### src/core/pwm_ctrl_pkg.sv
// constants, register map and mode encodings for the pwm output and dac control block
package pwm_ctrl_pkg;
  localparam int NUM_CHAN      = 4;
  localparam int NUM_UNIT      = 3;
  localparam int DAC_W         = 10;
  localparam int ADDR_W        = 8;
  localparam int CLK_PERIOD_PS = 10000;
  localparam int FINE_STEP_PS  = 150;
  localparam int FINE_STEPS    = CLK_PERIOD_PS / FINE_STEP_PS;
  localparam int FINE_W        = 7;
  localparam int FINE_LANE_W   = 8;
  // register byte addresses
  localparam logic [7:0] ADDR_CHAN_CTRL = 8'h00;
  localparam logic [7:0] ADDR_CHAN_STAT = 8'h04;
  localparam logic [7:0] ADDR_FINE_DLY  = 8'h08;
  localparam logic [7:0] ADDR_RUN_SET   = 8'h10;
  localparam logic [7:0] ADDR_RUN_CLR   = 8'h14;
  localparam logic [7:0] ADDR_RUN_STAT  = 8'h18;
  localparam logic [3:0] UNIT_BASE_HI   = 4'h2;
  localparam logic [3:0] UNIT_CTRL      = 4'h0;
  localparam logic [3:0] UNIT_VAL1      = 4'h4;
  localparam logic [3:0] UNIT_VAL2      = 4'h8;
  localparam logic [3:0] UNIT_STAT      = 4'hC;
  // field positions
  localparam int CH_FIELD_W    = 4;
  localparam int CH_HR_BIT     = 0;
  localparam int CH_LR_BIT     = 1;
  localparam int CH_ASSIGN_BIT = 2;
  localparam int MODE_LSB      = 0;
  localparam int MODE_W        = 2;
  localparam int VSEL_BIT      = 4;
  localparam int STAT_RUN_BIT  = 16;
  localparam int STAT_CMP_BIT  = 17;
  // reset values
  localparam logic [15:0]      CHAN_CTRL_RST = 16'h0000;
  localparam logic [DAC_W-1:0] DAC_VAL_RST   = 10'h000;
  localparam logic [FINE_W-1:0] FINE_DLY_RST = 7'h00;
  localparam logic [31:0]      RDATA_RST     = 32'h0000_0000;

  typedef enum logic [1:0] {
    MODE_STATIC    = 2'h0,
    MODE_RAMP_UP   = 2'h1,
    MODE_RAMP_DOWN = 2'h2,
    MODE_TRIANGLE  = 2'h3
  } dac_mode_e;
endpackage : pwm_ctrl_pkg

### src/core/pwm_source_select_dac_ctrl.sv
// pwm output control of the fine resolution channels and dac control of comparator units
`timescale 1ns/10ps
`default_nettype none
// How it works
// RL1: four fine channels, each with a fine edge delay in 150 ps steps.
// RL2: each channel has selectors 0 and 1 giving set and clear pulses.
// RL3: with both paths enabled, selector 0 pulses beat selector 1 pulses.
// RL4: software may rewrite the selector assignment field at any time.
// RL5: one path enabled: assignment 1 picks selector 1, 0 picks selector 0.
// RL6: selector 1 assigned and both selectors pulse together drops selector 1 pulse.
// RL7: feeding timers space selector events a cycle apart or halt selector 0.
// RL8: three comparator units, each with dac, comparator and control logic.
// RL9: each unit has static and slope modes; mode zero is static.
// RL10: static mode converts one software value from either value register.
// RL11: static mode value writes raise no conversion trigger.
// RL12: slope modes generate patterns and trigger without that defect.
// RL13: software applies a static value by clearing then setting the run bit.
// RL14: output goes high on set, low on clear, and holds between pulses.
module pwm_source_select_dac_ctrl
  import pwm_ctrl_pkg::*;
(
  input  wire logic              clk,
  input  wire logic              sys_rst,
  input  wire logic [ADDR_W-1:0] addr,
  input  wire logic [31:0]       wdata,
  input  wire logic              wr,
  input  wire logic              rd,
  output logic      [31:0]       rdata_q,
  input  wire logic [NUM_CHAN-1:0] s0_set,
  input  wire logic [NUM_CHAN-1:0] s0_clr,
  input  wire logic [NUM_CHAN-1:0] s1_set,
  input  wire logic [NUM_CHAN-1:0] s1_clr,
  output logic      [NUM_CHAN-1:0] pwm_q,
  output logic      [FINE_W-1:0]   fine_delay_q [NUM_CHAN],
  input  wire logic [NUM_UNIT-1:0] cmp_in,
  output logic      [NUM_UNIT-1:0] cmp_q,
  output logic      [DAC_W-1:0]    dac_data_q [NUM_UNIT],
  output logic      [NUM_UNIT-1:0] dac_trig_q
);
  logic [15:0]         chan_ctrl_q, chan_ctrl_d;
  logic [FINE_W-1:0]   fine_delay_d [NUM_CHAN];
  logic [NUM_UNIT-1:0] run_q, run_d;
  dac_mode_e           mode_q [NUM_UNIT];
  dac_mode_e           mode_d [NUM_UNIT];
  logic [NUM_UNIT-1:0] vsel_q, vsel_d;
  logic [NUM_UNIT-1:0] dir_q, dir_d;
  logic [DAC_W-1:0]    val1_q [NUM_UNIT];
  logic [DAC_W-1:0]    val1_d [NUM_UNIT];
  logic [DAC_W-1:0]    val2_q [NUM_UNIT];
  logic [DAC_W-1:0]    val2_d [NUM_UNIT];
  logic [DAC_W-1:0]    dac_d  [NUM_UNIT];
  logic [NUM_UNIT-1:0] trig_d;
  logic [NUM_UNIT-1:0] run_rise;
  logic [31:0]         rdata_d;

  // channel array
  for (genvar c = 0; c < NUM_CHAN; c++) begin : g_chan
    fine_res_channel u_chan ( // RL1 RL2
      .clk                   (clk),
      .sys_rst               (sys_rst),
      .hr_en                 (chan_ctrl_q[c*CH_FIELD_W + CH_HR_BIT]),
      .lr_en                 (chan_ctrl_q[c*CH_FIELD_W + CH_LR_BIT]),
      .selector_assign_field (chan_ctrl_q[c*CH_FIELD_W + CH_ASSIGN_BIT]),
      .s0_set                (s0_set[c]),
      .s0_clr                (s0_clr[c]),
      .s1_set                (s1_set[c]),
      .s1_clr                (s1_clr[c]),
      .pwm_q                 (pwm_q[c])
    );
  end

  // register writes
  always_comb begin
    chan_ctrl_d = chan_ctrl_q;
    run_d       = run_q;
    vsel_d      = vsel_q;
    for (int c = 0; c < NUM_CHAN; c++) begin
      fine_delay_d[c] = fine_delay_q[c];
    end
    for (int u = 0; u < NUM_UNIT; u++) begin
      mode_d[u] = mode_q[u];
      val1_d[u] = val1_q[u];
      val2_d[u] = val2_q[u];
    end
    if (wr) begin
      if (addr == ADDR_CHAN_CTRL) begin
        chan_ctrl_d = wdata[15:0]; // RL4
      end
      if (addr == ADDR_FINE_DLY) begin
        for (int c = 0; c < NUM_CHAN; c++) begin
          // steps beyond one clock period saturate
          if (wdata[c*FINE_LANE_W +: FINE_W] > FINE_W'(FINE_STEPS)) begin
            fine_delay_d[c] = FINE_W'(FINE_STEPS); // RL1
          end else begin
            fine_delay_d[c] = wdata[c*FINE_LANE_W +: FINE_W]; // RL1
          end
        end
      end
      if (addr == ADDR_RUN_SET) begin
        run_d = run_q | wdata[NUM_UNIT-1:0]; // RL13
      end
      if (addr == ADDR_RUN_CLR) begin
        run_d = run_q & ~wdata[NUM_UNIT-1:0]; // RL13
      end
      for (int u = 0; u < NUM_UNIT; u++) begin
        if (addr[7:4] == UNIT_BASE_HI + 4'(u)) begin
          if (addr[3:0] == UNIT_CTRL) begin
            mode_d[u] = dac_mode_e'(wdata[MODE_LSB +: MODE_W]); // RL9
            vsel_d[u] = wdata[VSEL_BIT];
          end
          if (addr[3:0] == UNIT_VAL1) begin
            val1_d[u] = wdata[DAC_W-1:0]; // RL10
          end
          if (addr[3:0] == UNIT_VAL2) begin
            val2_d[u] = wdata[DAC_W-1:0]; // RL10
          end
        end
      end
    end
  end

  // dac sequencing per comparator unit
  always_comb begin
    for (int u = 0; u < NUM_UNIT; u++) begin // RL8
      run_rise[u] = run_d[u] & ~run_q[u];
      dac_d[u]    = dac_data_q[u];
      dir_d[u]    = dir_q[u];
      trig_d[u]   = 1'b0;
      if (mode_q[u] == MODE_STATIC) begin
        // value writes alone never convert; only a run restart does
        if (run_rise[u]) begin // RL11 RL13
          dac_d[u]  = vsel_q[u] ? val2_q[u] : val1_q[u]; // RL10
          trig_d[u] = 1'b1;
        end
      end else if (run_rise[u]) begin
        dac_d[u]  = (mode_q[u] == MODE_RAMP_DOWN) ? val2_q[u] : val1_q[u];
        dir_d[u]  = 1'b1;
        trig_d[u] = 1'b1; // RL12
      end else if (run_q[u]) begin
        trig_d[u] = 1'b1; // RL12
        unique case (mode_q[u])
          MODE_RAMP_UP: begin
            dac_d[u] = (dac_data_q[u] >= val2_q[u]) ? val1_q[u] : dac_data_q[u] + 10'h001;
          end
          MODE_RAMP_DOWN: begin
            dac_d[u] = (dac_data_q[u] <= val1_q[u]) ? val2_q[u] : dac_data_q[u] - 10'h001;
          end
          MODE_TRIANGLE: begin
            if (dir_q[u]) begin
              dir_d[u] = (dac_data_q[u] + 10'h001 < val2_q[u]);
              dac_d[u] = (dac_data_q[u] >= val2_q[u]) ? dac_data_q[u] - 10'h001
                                                      : dac_data_q[u] + 10'h001;
            end else begin
              dir_d[u] = !(dac_data_q[u] - 10'h001 > val1_q[u]);
              dac_d[u] = (dac_data_q[u] <= val1_q[u]) ? dac_data_q[u] + 10'h001
                                                      : dac_data_q[u] - 10'h001;
            end
          end
          MODE_STATIC: begin
            dac_d[u] = dac_data_q[u];
          end
        endcase
      end
    end
  end

  // read port, data one cycle after the strobe
  always_comb begin
    rdata_d = RDATA_RST;
    if (rd) begin
      if (addr == ADDR_CHAN_CTRL) begin
        rdata_d = {16'h0000, chan_ctrl_q};
      end
      if (addr == ADDR_CHAN_STAT) begin
        rdata_d = {28'h000_0000, pwm_q};
      end
      if (addr == ADDR_FINE_DLY) begin
        for (int c = 0; c < NUM_CHAN; c++) begin
          rdata_d[c*FINE_LANE_W +: FINE_W] = fine_delay_q[c];
        end
      end
      if (addr == ADDR_RUN_STAT) begin
        rdata_d = {29'h0000_0000, run_q};
      end
      for (int u = 0; u < NUM_UNIT; u++) begin
        if (addr[7:4] == UNIT_BASE_HI + 4'(u)) begin
          if (addr[3:0] == UNIT_CTRL) begin
            rdata_d[MODE_LSB +: MODE_W] = mode_q[u];
            rdata_d[VSEL_BIT]           = vsel_q[u];
          end
          if (addr[3:0] == UNIT_VAL1) begin
            rdata_d[DAC_W-1:0] = val1_q[u];
          end
          if (addr[3:0] == UNIT_VAL2) begin
            rdata_d[DAC_W-1:0] = val2_q[u];
          end
          if (addr[3:0] == UNIT_STAT) begin
            rdata_d[DAC_W-1:0]    = dac_data_q[u];
            rdata_d[STAT_RUN_BIT] = run_q[u];
            rdata_d[STAT_CMP_BIT] = cmp_q[u];
          end
        end
      end
    end
  end

  always_ff @(posedge clk) begin
    if (sys_rst) begin
      chan_ctrl_q <= CHAN_CTRL_RST;
      run_q       <= '0;
      vsel_q      <= '0;
      dir_q       <= '0;
      dac_trig_q  <= '0;
      cmp_q       <= '0;
      rdata_q     <= RDATA_RST;
      for (int c = 0; c < NUM_CHAN; c++) begin
        fine_delay_q[c] <= FINE_DLY_RST;
      end
      for (int u = 0; u < NUM_UNIT; u++) begin
        mode_q[u]     <= MODE_STATIC;
        val1_q[u]     <= DAC_VAL_RST;
        val2_q[u]     <= DAC_VAL_RST;
        dac_data_q[u] <= DAC_VAL_RST;
      end
    end else begin
      chan_ctrl_q <= chan_ctrl_d;
      run_q       <= run_d;
      vsel_q      <= vsel_d;
      dir_q       <= dir_d;
      dac_trig_q  <= trig_d;
      cmp_q       <= cmp_in;
      rdata_q     <= rdata_d;
      for (int c = 0; c < NUM_CHAN; c++) begin
        fine_delay_q[c] <= fine_delay_d[c];
      end
      for (int u = 0; u < NUM_UNIT; u++) begin
        mode_q[u]     <= mode_d[u];
        val1_q[u]     <= val1_d[u];
        val2_q[u]     <= val2_d[u];
        dac_data_q[u] <= dac_d[u];
      end
    end
  end

  // checks on every comparator unit
  for (genvar u = 0; u < NUM_UNIT; u++) begin : g_unit_chk

  end
endmodule : pwm_source_select_dac_ctrl
`default_nettype wire

### src/core/fine_res_channel.sv
// one fine resolution channel: two source selectors merged into one pwm level
`timescale 1ns/10ps
`default_nettype none
module fine_res_channel (
  input  wire logic clk,
  input  wire logic sys_rst,
  input  wire logic hr_en,
  input  wire logic lr_en,
  input  wire logic selector_assign_field,
  input  wire logic s0_set,
  input  wire logic s0_clr,
  input  wire logic s1_set,
  input  wire logic s1_clr,
  output logic      pwm_q
);
  logic pwm_d;
  logic set_ok;
  logic clr_ok;
  logic s0_any;

  always_comb begin
    s0_any = s0_set | s0_clr;
    set_ok = 1'b0;
    clr_ok = 1'b0;
    if (hr_en && lr_en) begin
      // selector 0 pulses win over selector 1 pulses
      set_ok = s0_set | (s1_set & ~s0_any); // RL3
      clr_ok = s0_clr | (s1_clr & ~s0_any); // RL3
    end else if (hr_en || lr_en) begin
      if (selector_assign_field) begin
        // selector 1 pulse lost when selector 0 fires in the same cycle
        set_ok = s1_set & ~s0_any; // RL6
        clr_ok = s1_clr & ~s0_any; // RL6
      end else begin
        set_ok = s0_set; // RL5
        clr_ok = s0_clr; // RL5
      end
    end
    // clear wins over set within one cycle
    pwm_d = clr_ok ? 1'b0 : (set_ok ? 1'b1 : pwm_q); // RL14
  end

  always_ff @(posedge clk) begin
    if (sys_rst) begin
      pwm_q <= 1'b0;
    end else begin
      pwm_q <= pwm_d;
    end
  end
endmodule : fine_res_channel
`default_nettype wire

### config.mk
export PLATFORM = sky130hd
export DESIGN_NAME = pwm_source_select_dac_ctrl
export DESIGN_NICKNAME = d
export VERILOG_FILES = /design/src/core/pwm_ctrl_pkg.sv /design/src/core/pwm_source_select_dac_ctrl.sv /design/src/core/fine_res_channel.sv
export SDC_FILE = /design/constraint.sdc
export NUM_CORES = 1
export LEC_CHECK = 0
export BUFFER_PORTS_ARGS = -buffer_cell sky130_fd_sc_hd__buf_2
export CORE_MARGIN = 2
export CORE_UTILIZATION = 60
export DETAILED_ROUTE_END_ITERATION = 8
export HOLD_SLACK_MARGIN = 0.1
export PLACE_DENSITY = 0.82
export SYNTH_ARGS = -nofsm -noshare
export SYNTH_HDL_FRONTEND = slang
export SYNTH_SLANG_ARGS = --single-unit
### constraint.sdc
create_clock -name clk -period 3.1 [get_ports clk]
set_input_delay 0.155 -clock clk [delete_from_list [all_inputs] [get_ports clk]]
set_output_delay 0.155 -clock clk [all_outputs]
set_load 0.005 [all_outputs]
==> flow_metrics.tcl <==
set metrics [dict create \
    status "complete, no violations" \
    pwr_density_cell_nw_per_um2 314.0 \
    slowest_delay_ns 0.73 \
    synth_warnings 0 \
    layout_worst_path_cycle_share_pct 94.45 \
    critPathLaunchType "register" \
    grt_max_degree 75 \
    clk_latency_ns 0.45 \
    synth-xor-area-share_pct 3.522 \
    synth_mux_area_share_pct 10.80 \
    cts_root_buf "clkbuf_16" \
    area_growth_pct 16.64 \
    crit_fanout 8 \
    cp.arrival_ns 3.28 \
    setup_viol 0 \
    synth-compound-area-share_pct 21.48 \
    layout_commonest_cell "nor2_1" \
    place_congestion 1.048 \
    yosys-top-cells-area "dfxtp_1 27%, ha_1 11%, mux2i_1 9.8%, nor2_1 5.1%, a21oi_1 5.0%" \
    pwr-share-comb_pct 6.0 \
    first_pass_iters 6 \
    vias 14750 \
    fin_nets 2159 \
    fin_area_sq_um 16490 \
    final_cell_mix "192 x nor2_1, 189 x dfxtp_1, 170 x nand2_1, 157 x buf_2, 142 x a21oi_1" \
    synth_edf_count 0 \
    rsz0062_at_grt "false" \
    p_clk_share_pct 47.0 \
    drc_errors 0 \
    core_area_sq_um 23330 \
    netlist.area_leader.share_pct 26.76 \
    synth_area_sq_um 14140 \
    ant_nets 0 \
    path_buf_inv 2 \
    port_buffers 158 \
    cts_tree "built" \
    viasPerCell 6.408 \
    start_util_pct 60.60 \
    fmax_mhz 341.5 \
    avgSynthCellArea_sq_um 7.885 \
    switching_share_pct 28.58 \
    ys_seq_area_share_pct 26.76 \
    cp-end-kind "register" \
    gr-total-overflow 0 \
    n_antenna_cell 0 \
    synth_flop_cell "dfxtp_1" \
    ioPinCount 163 \
    peakVddDrop_uv 344.9 \
    htree_levels 4 \
    fp-row-count 56 \
    clk_pin_slew_ns 0.09 \
    async_flop_share_pct 0 \
    switchingPower_uw 1480 \
    hold_class "input port to register" \
    critical_path_class "register to register" \
    worst_slew_pin_slew_ns 1.234 \
    leakage_uw 0.006873 \
    maxCapViolCount 0 \
    cts_buffers 17 \
    chipHeight_um 157.5 \
    placed_cell_area_sq_um 15480 \
    seqPwrFrac_pct 47.0 \
    place_hpwl_mm 34.45 \
    synth-seq-cells 189 \
    die_w_um 157.5 \
    worstPathRequired_ns 3.45 \
    wl_per_cell_um 20.80 \
    place_ws_ns 0.1461 \
    drt_iter0_drc 1805 \
    hold_violations 0 \
    grt_pass1_wl_mm 73.86 \
    synth_top_family_by_area "compound AO/OA/AOI/OAI gates" \
    dieArea_sq_um 24810 \
    syn-instance-count 1793 \
    synth_cell_types 82 \
    power.internal_uw 3698 \
    antenna_found_initial 1 \
    cts.sinks 189 \
    drt-total-wl_mm 47.89 \
    final_core_util_pct 70.68 \
    skew_ns 0.01320 \
    synth-simple-area-share_pct 20.04 \
    grt_usage_pct 37.83 \
    critPathTopFamily "simple AND/OR/NAND/NOR gates" \
    ctsLongestPathBuffers 2 \
    grt_pass1_vias 13740 \
    timing.final.ws_setup_ns 0.1720 \
    cp_slowest_cell "nor2_1" \
    synth-adder-area-share_pct 11.15 \
    synth_top_area_cell "dfxtp_1" \
    slew_headroom_pct 17.75 \
    fillers 1859 \
    min_period_ns 2.928 \
    layout-drive-gt1-share_pct 16.79 \
    setup-tns-final_ns 0 \
    slew_violations 0 \
    crit_path_cell_trace "inv_1, ha_1, and4_1, a221o_1, a21oi_1, nor2_1, buf_4, mux2i_1, o221ai_1, o21a_1" \
]
-- power groups by stage --
stage | Clock, uW | Combinational (uW) | Sequential, uW
after floorplan | 0 | 154 | 2490
after global placement | 0 | 264 | 2490
after detailed placement | 0 | 266 | 2490
after CTS | 2430 | 295 | 2430
after global routing | 2530 | 324 | 2430
final | 2440 | 309 | 2430
-- path summary, 6_finish.rpt --
kind                         from                     end  slack [ns]  cells past startpoint
setup / recovery     val1_q[0][5]          dac_data_q[22]        0.17                     10
hold / removal          s0_clr[3]  g_chan[3].u_chan.pwm_q        0.11                      4
setup reg to reg     val1_q[0][5]          dac_data_q[22]        0.17                     10
hold reg to reg   chan_ctrl_q[15]         chan_ctrl_q[15]        0.46                      2
-- what timing repair did --
item,CTS,global route
buffers inserted,0,5
hold buffers,28,0
resized for setup,0,8
endpoints found under the setup margin,0,12
hold endpoints to repair,39,0
-- sequential cells by signal, indices dropped and copies added, names as in the netlist --
register,flops
chan_ctrl_q,16
mode_q,6
fine_delay_q,28
val1_q,30
vsel_q,3
rdata_q,30
val2_q,30
dac_data_q,30
dir_q,3
run_q,3
dac_trig_q,3
cmp_q,3
g_chan.u_chan.pwm_q,4
-- metal layers --
metal / share of wire (%) / GRT usage (%)
met1: 41 / 50.07
met2: 45 / 60.70
met3: 9.5 / 6.250
met4: 4.2 / 16.67
met5: 0.027 / 0
-- per-stage QoR --
| stage | hold slack (ns) | cells | power [uW] |
|---|---|---|---|
| after global routing | 0.1084 | 2302 | 5290 |
| after floorplan | 0.2647 | 1794 | 2644 |
| final | 0.1118 | 2302 | 5178 |
| after detailed placement | 0.3711 | 2237 | 2757 |
| after CTS | 0.1062 | 2297 | 5162 |
| after global placement | 0.3633 | 2237 | 2754 |
-- tightest hold or removal path: cells and delay by family --
kind / cells / cell delay (ns)
AO/OA/AOI/OAI: 2 / 0.19
buffers and inverters: 1 / 0.11
AND/OR/NAND/NOR: 1 / 0.06
-- cell usage after synthesis, types with 15 or more instances --
cell	count
buf_2	16
inv_1	85
o21ai_0	82
nor2b_1	25
nand2_1	170
and2_1	18
xor2_1	20
a21oi_1	142
clkbuf_1	95
mux2i_1	139
a211oi_1	37
o21a_1	19
a31oi_1	15
a22oi_1	16
nand2b_1	16
o221ai_1	19
nor2_1	192
nor3_1	53
ha_1	126
xnor2_1	35
o22ai_1	25
dfxtp_1	189
and3_1	20
nand3_1	23
-- logic make-up after synthesis --
group	Yosys count
muxes	151
xor gates and xnor gates	56
buffers and inverters	213
DFF	189
and+or+nand+nor	591
other	1
adders and majority gates	126
AOI/OAI and AO/OA	466
-- layout make-up --
class / count / area, sq um / share of cell area [%]
Multi-Input combinational cell: 1392 / 9513 / 57.69
Tap cell: 319 / 399.1 / 2.420
Inverter: 85 / 319.1 / 1.935
Timing Repair Buffer: 285 / 1829 / 11.09
Clock inverter: 15 / 221.5 / 1.343
Sequential cell: 189 / 3784 / 22.94
Clock buffer: 17 / 425.4 / 2.580
Note: power is estimated with default switching activity, not from simulation.
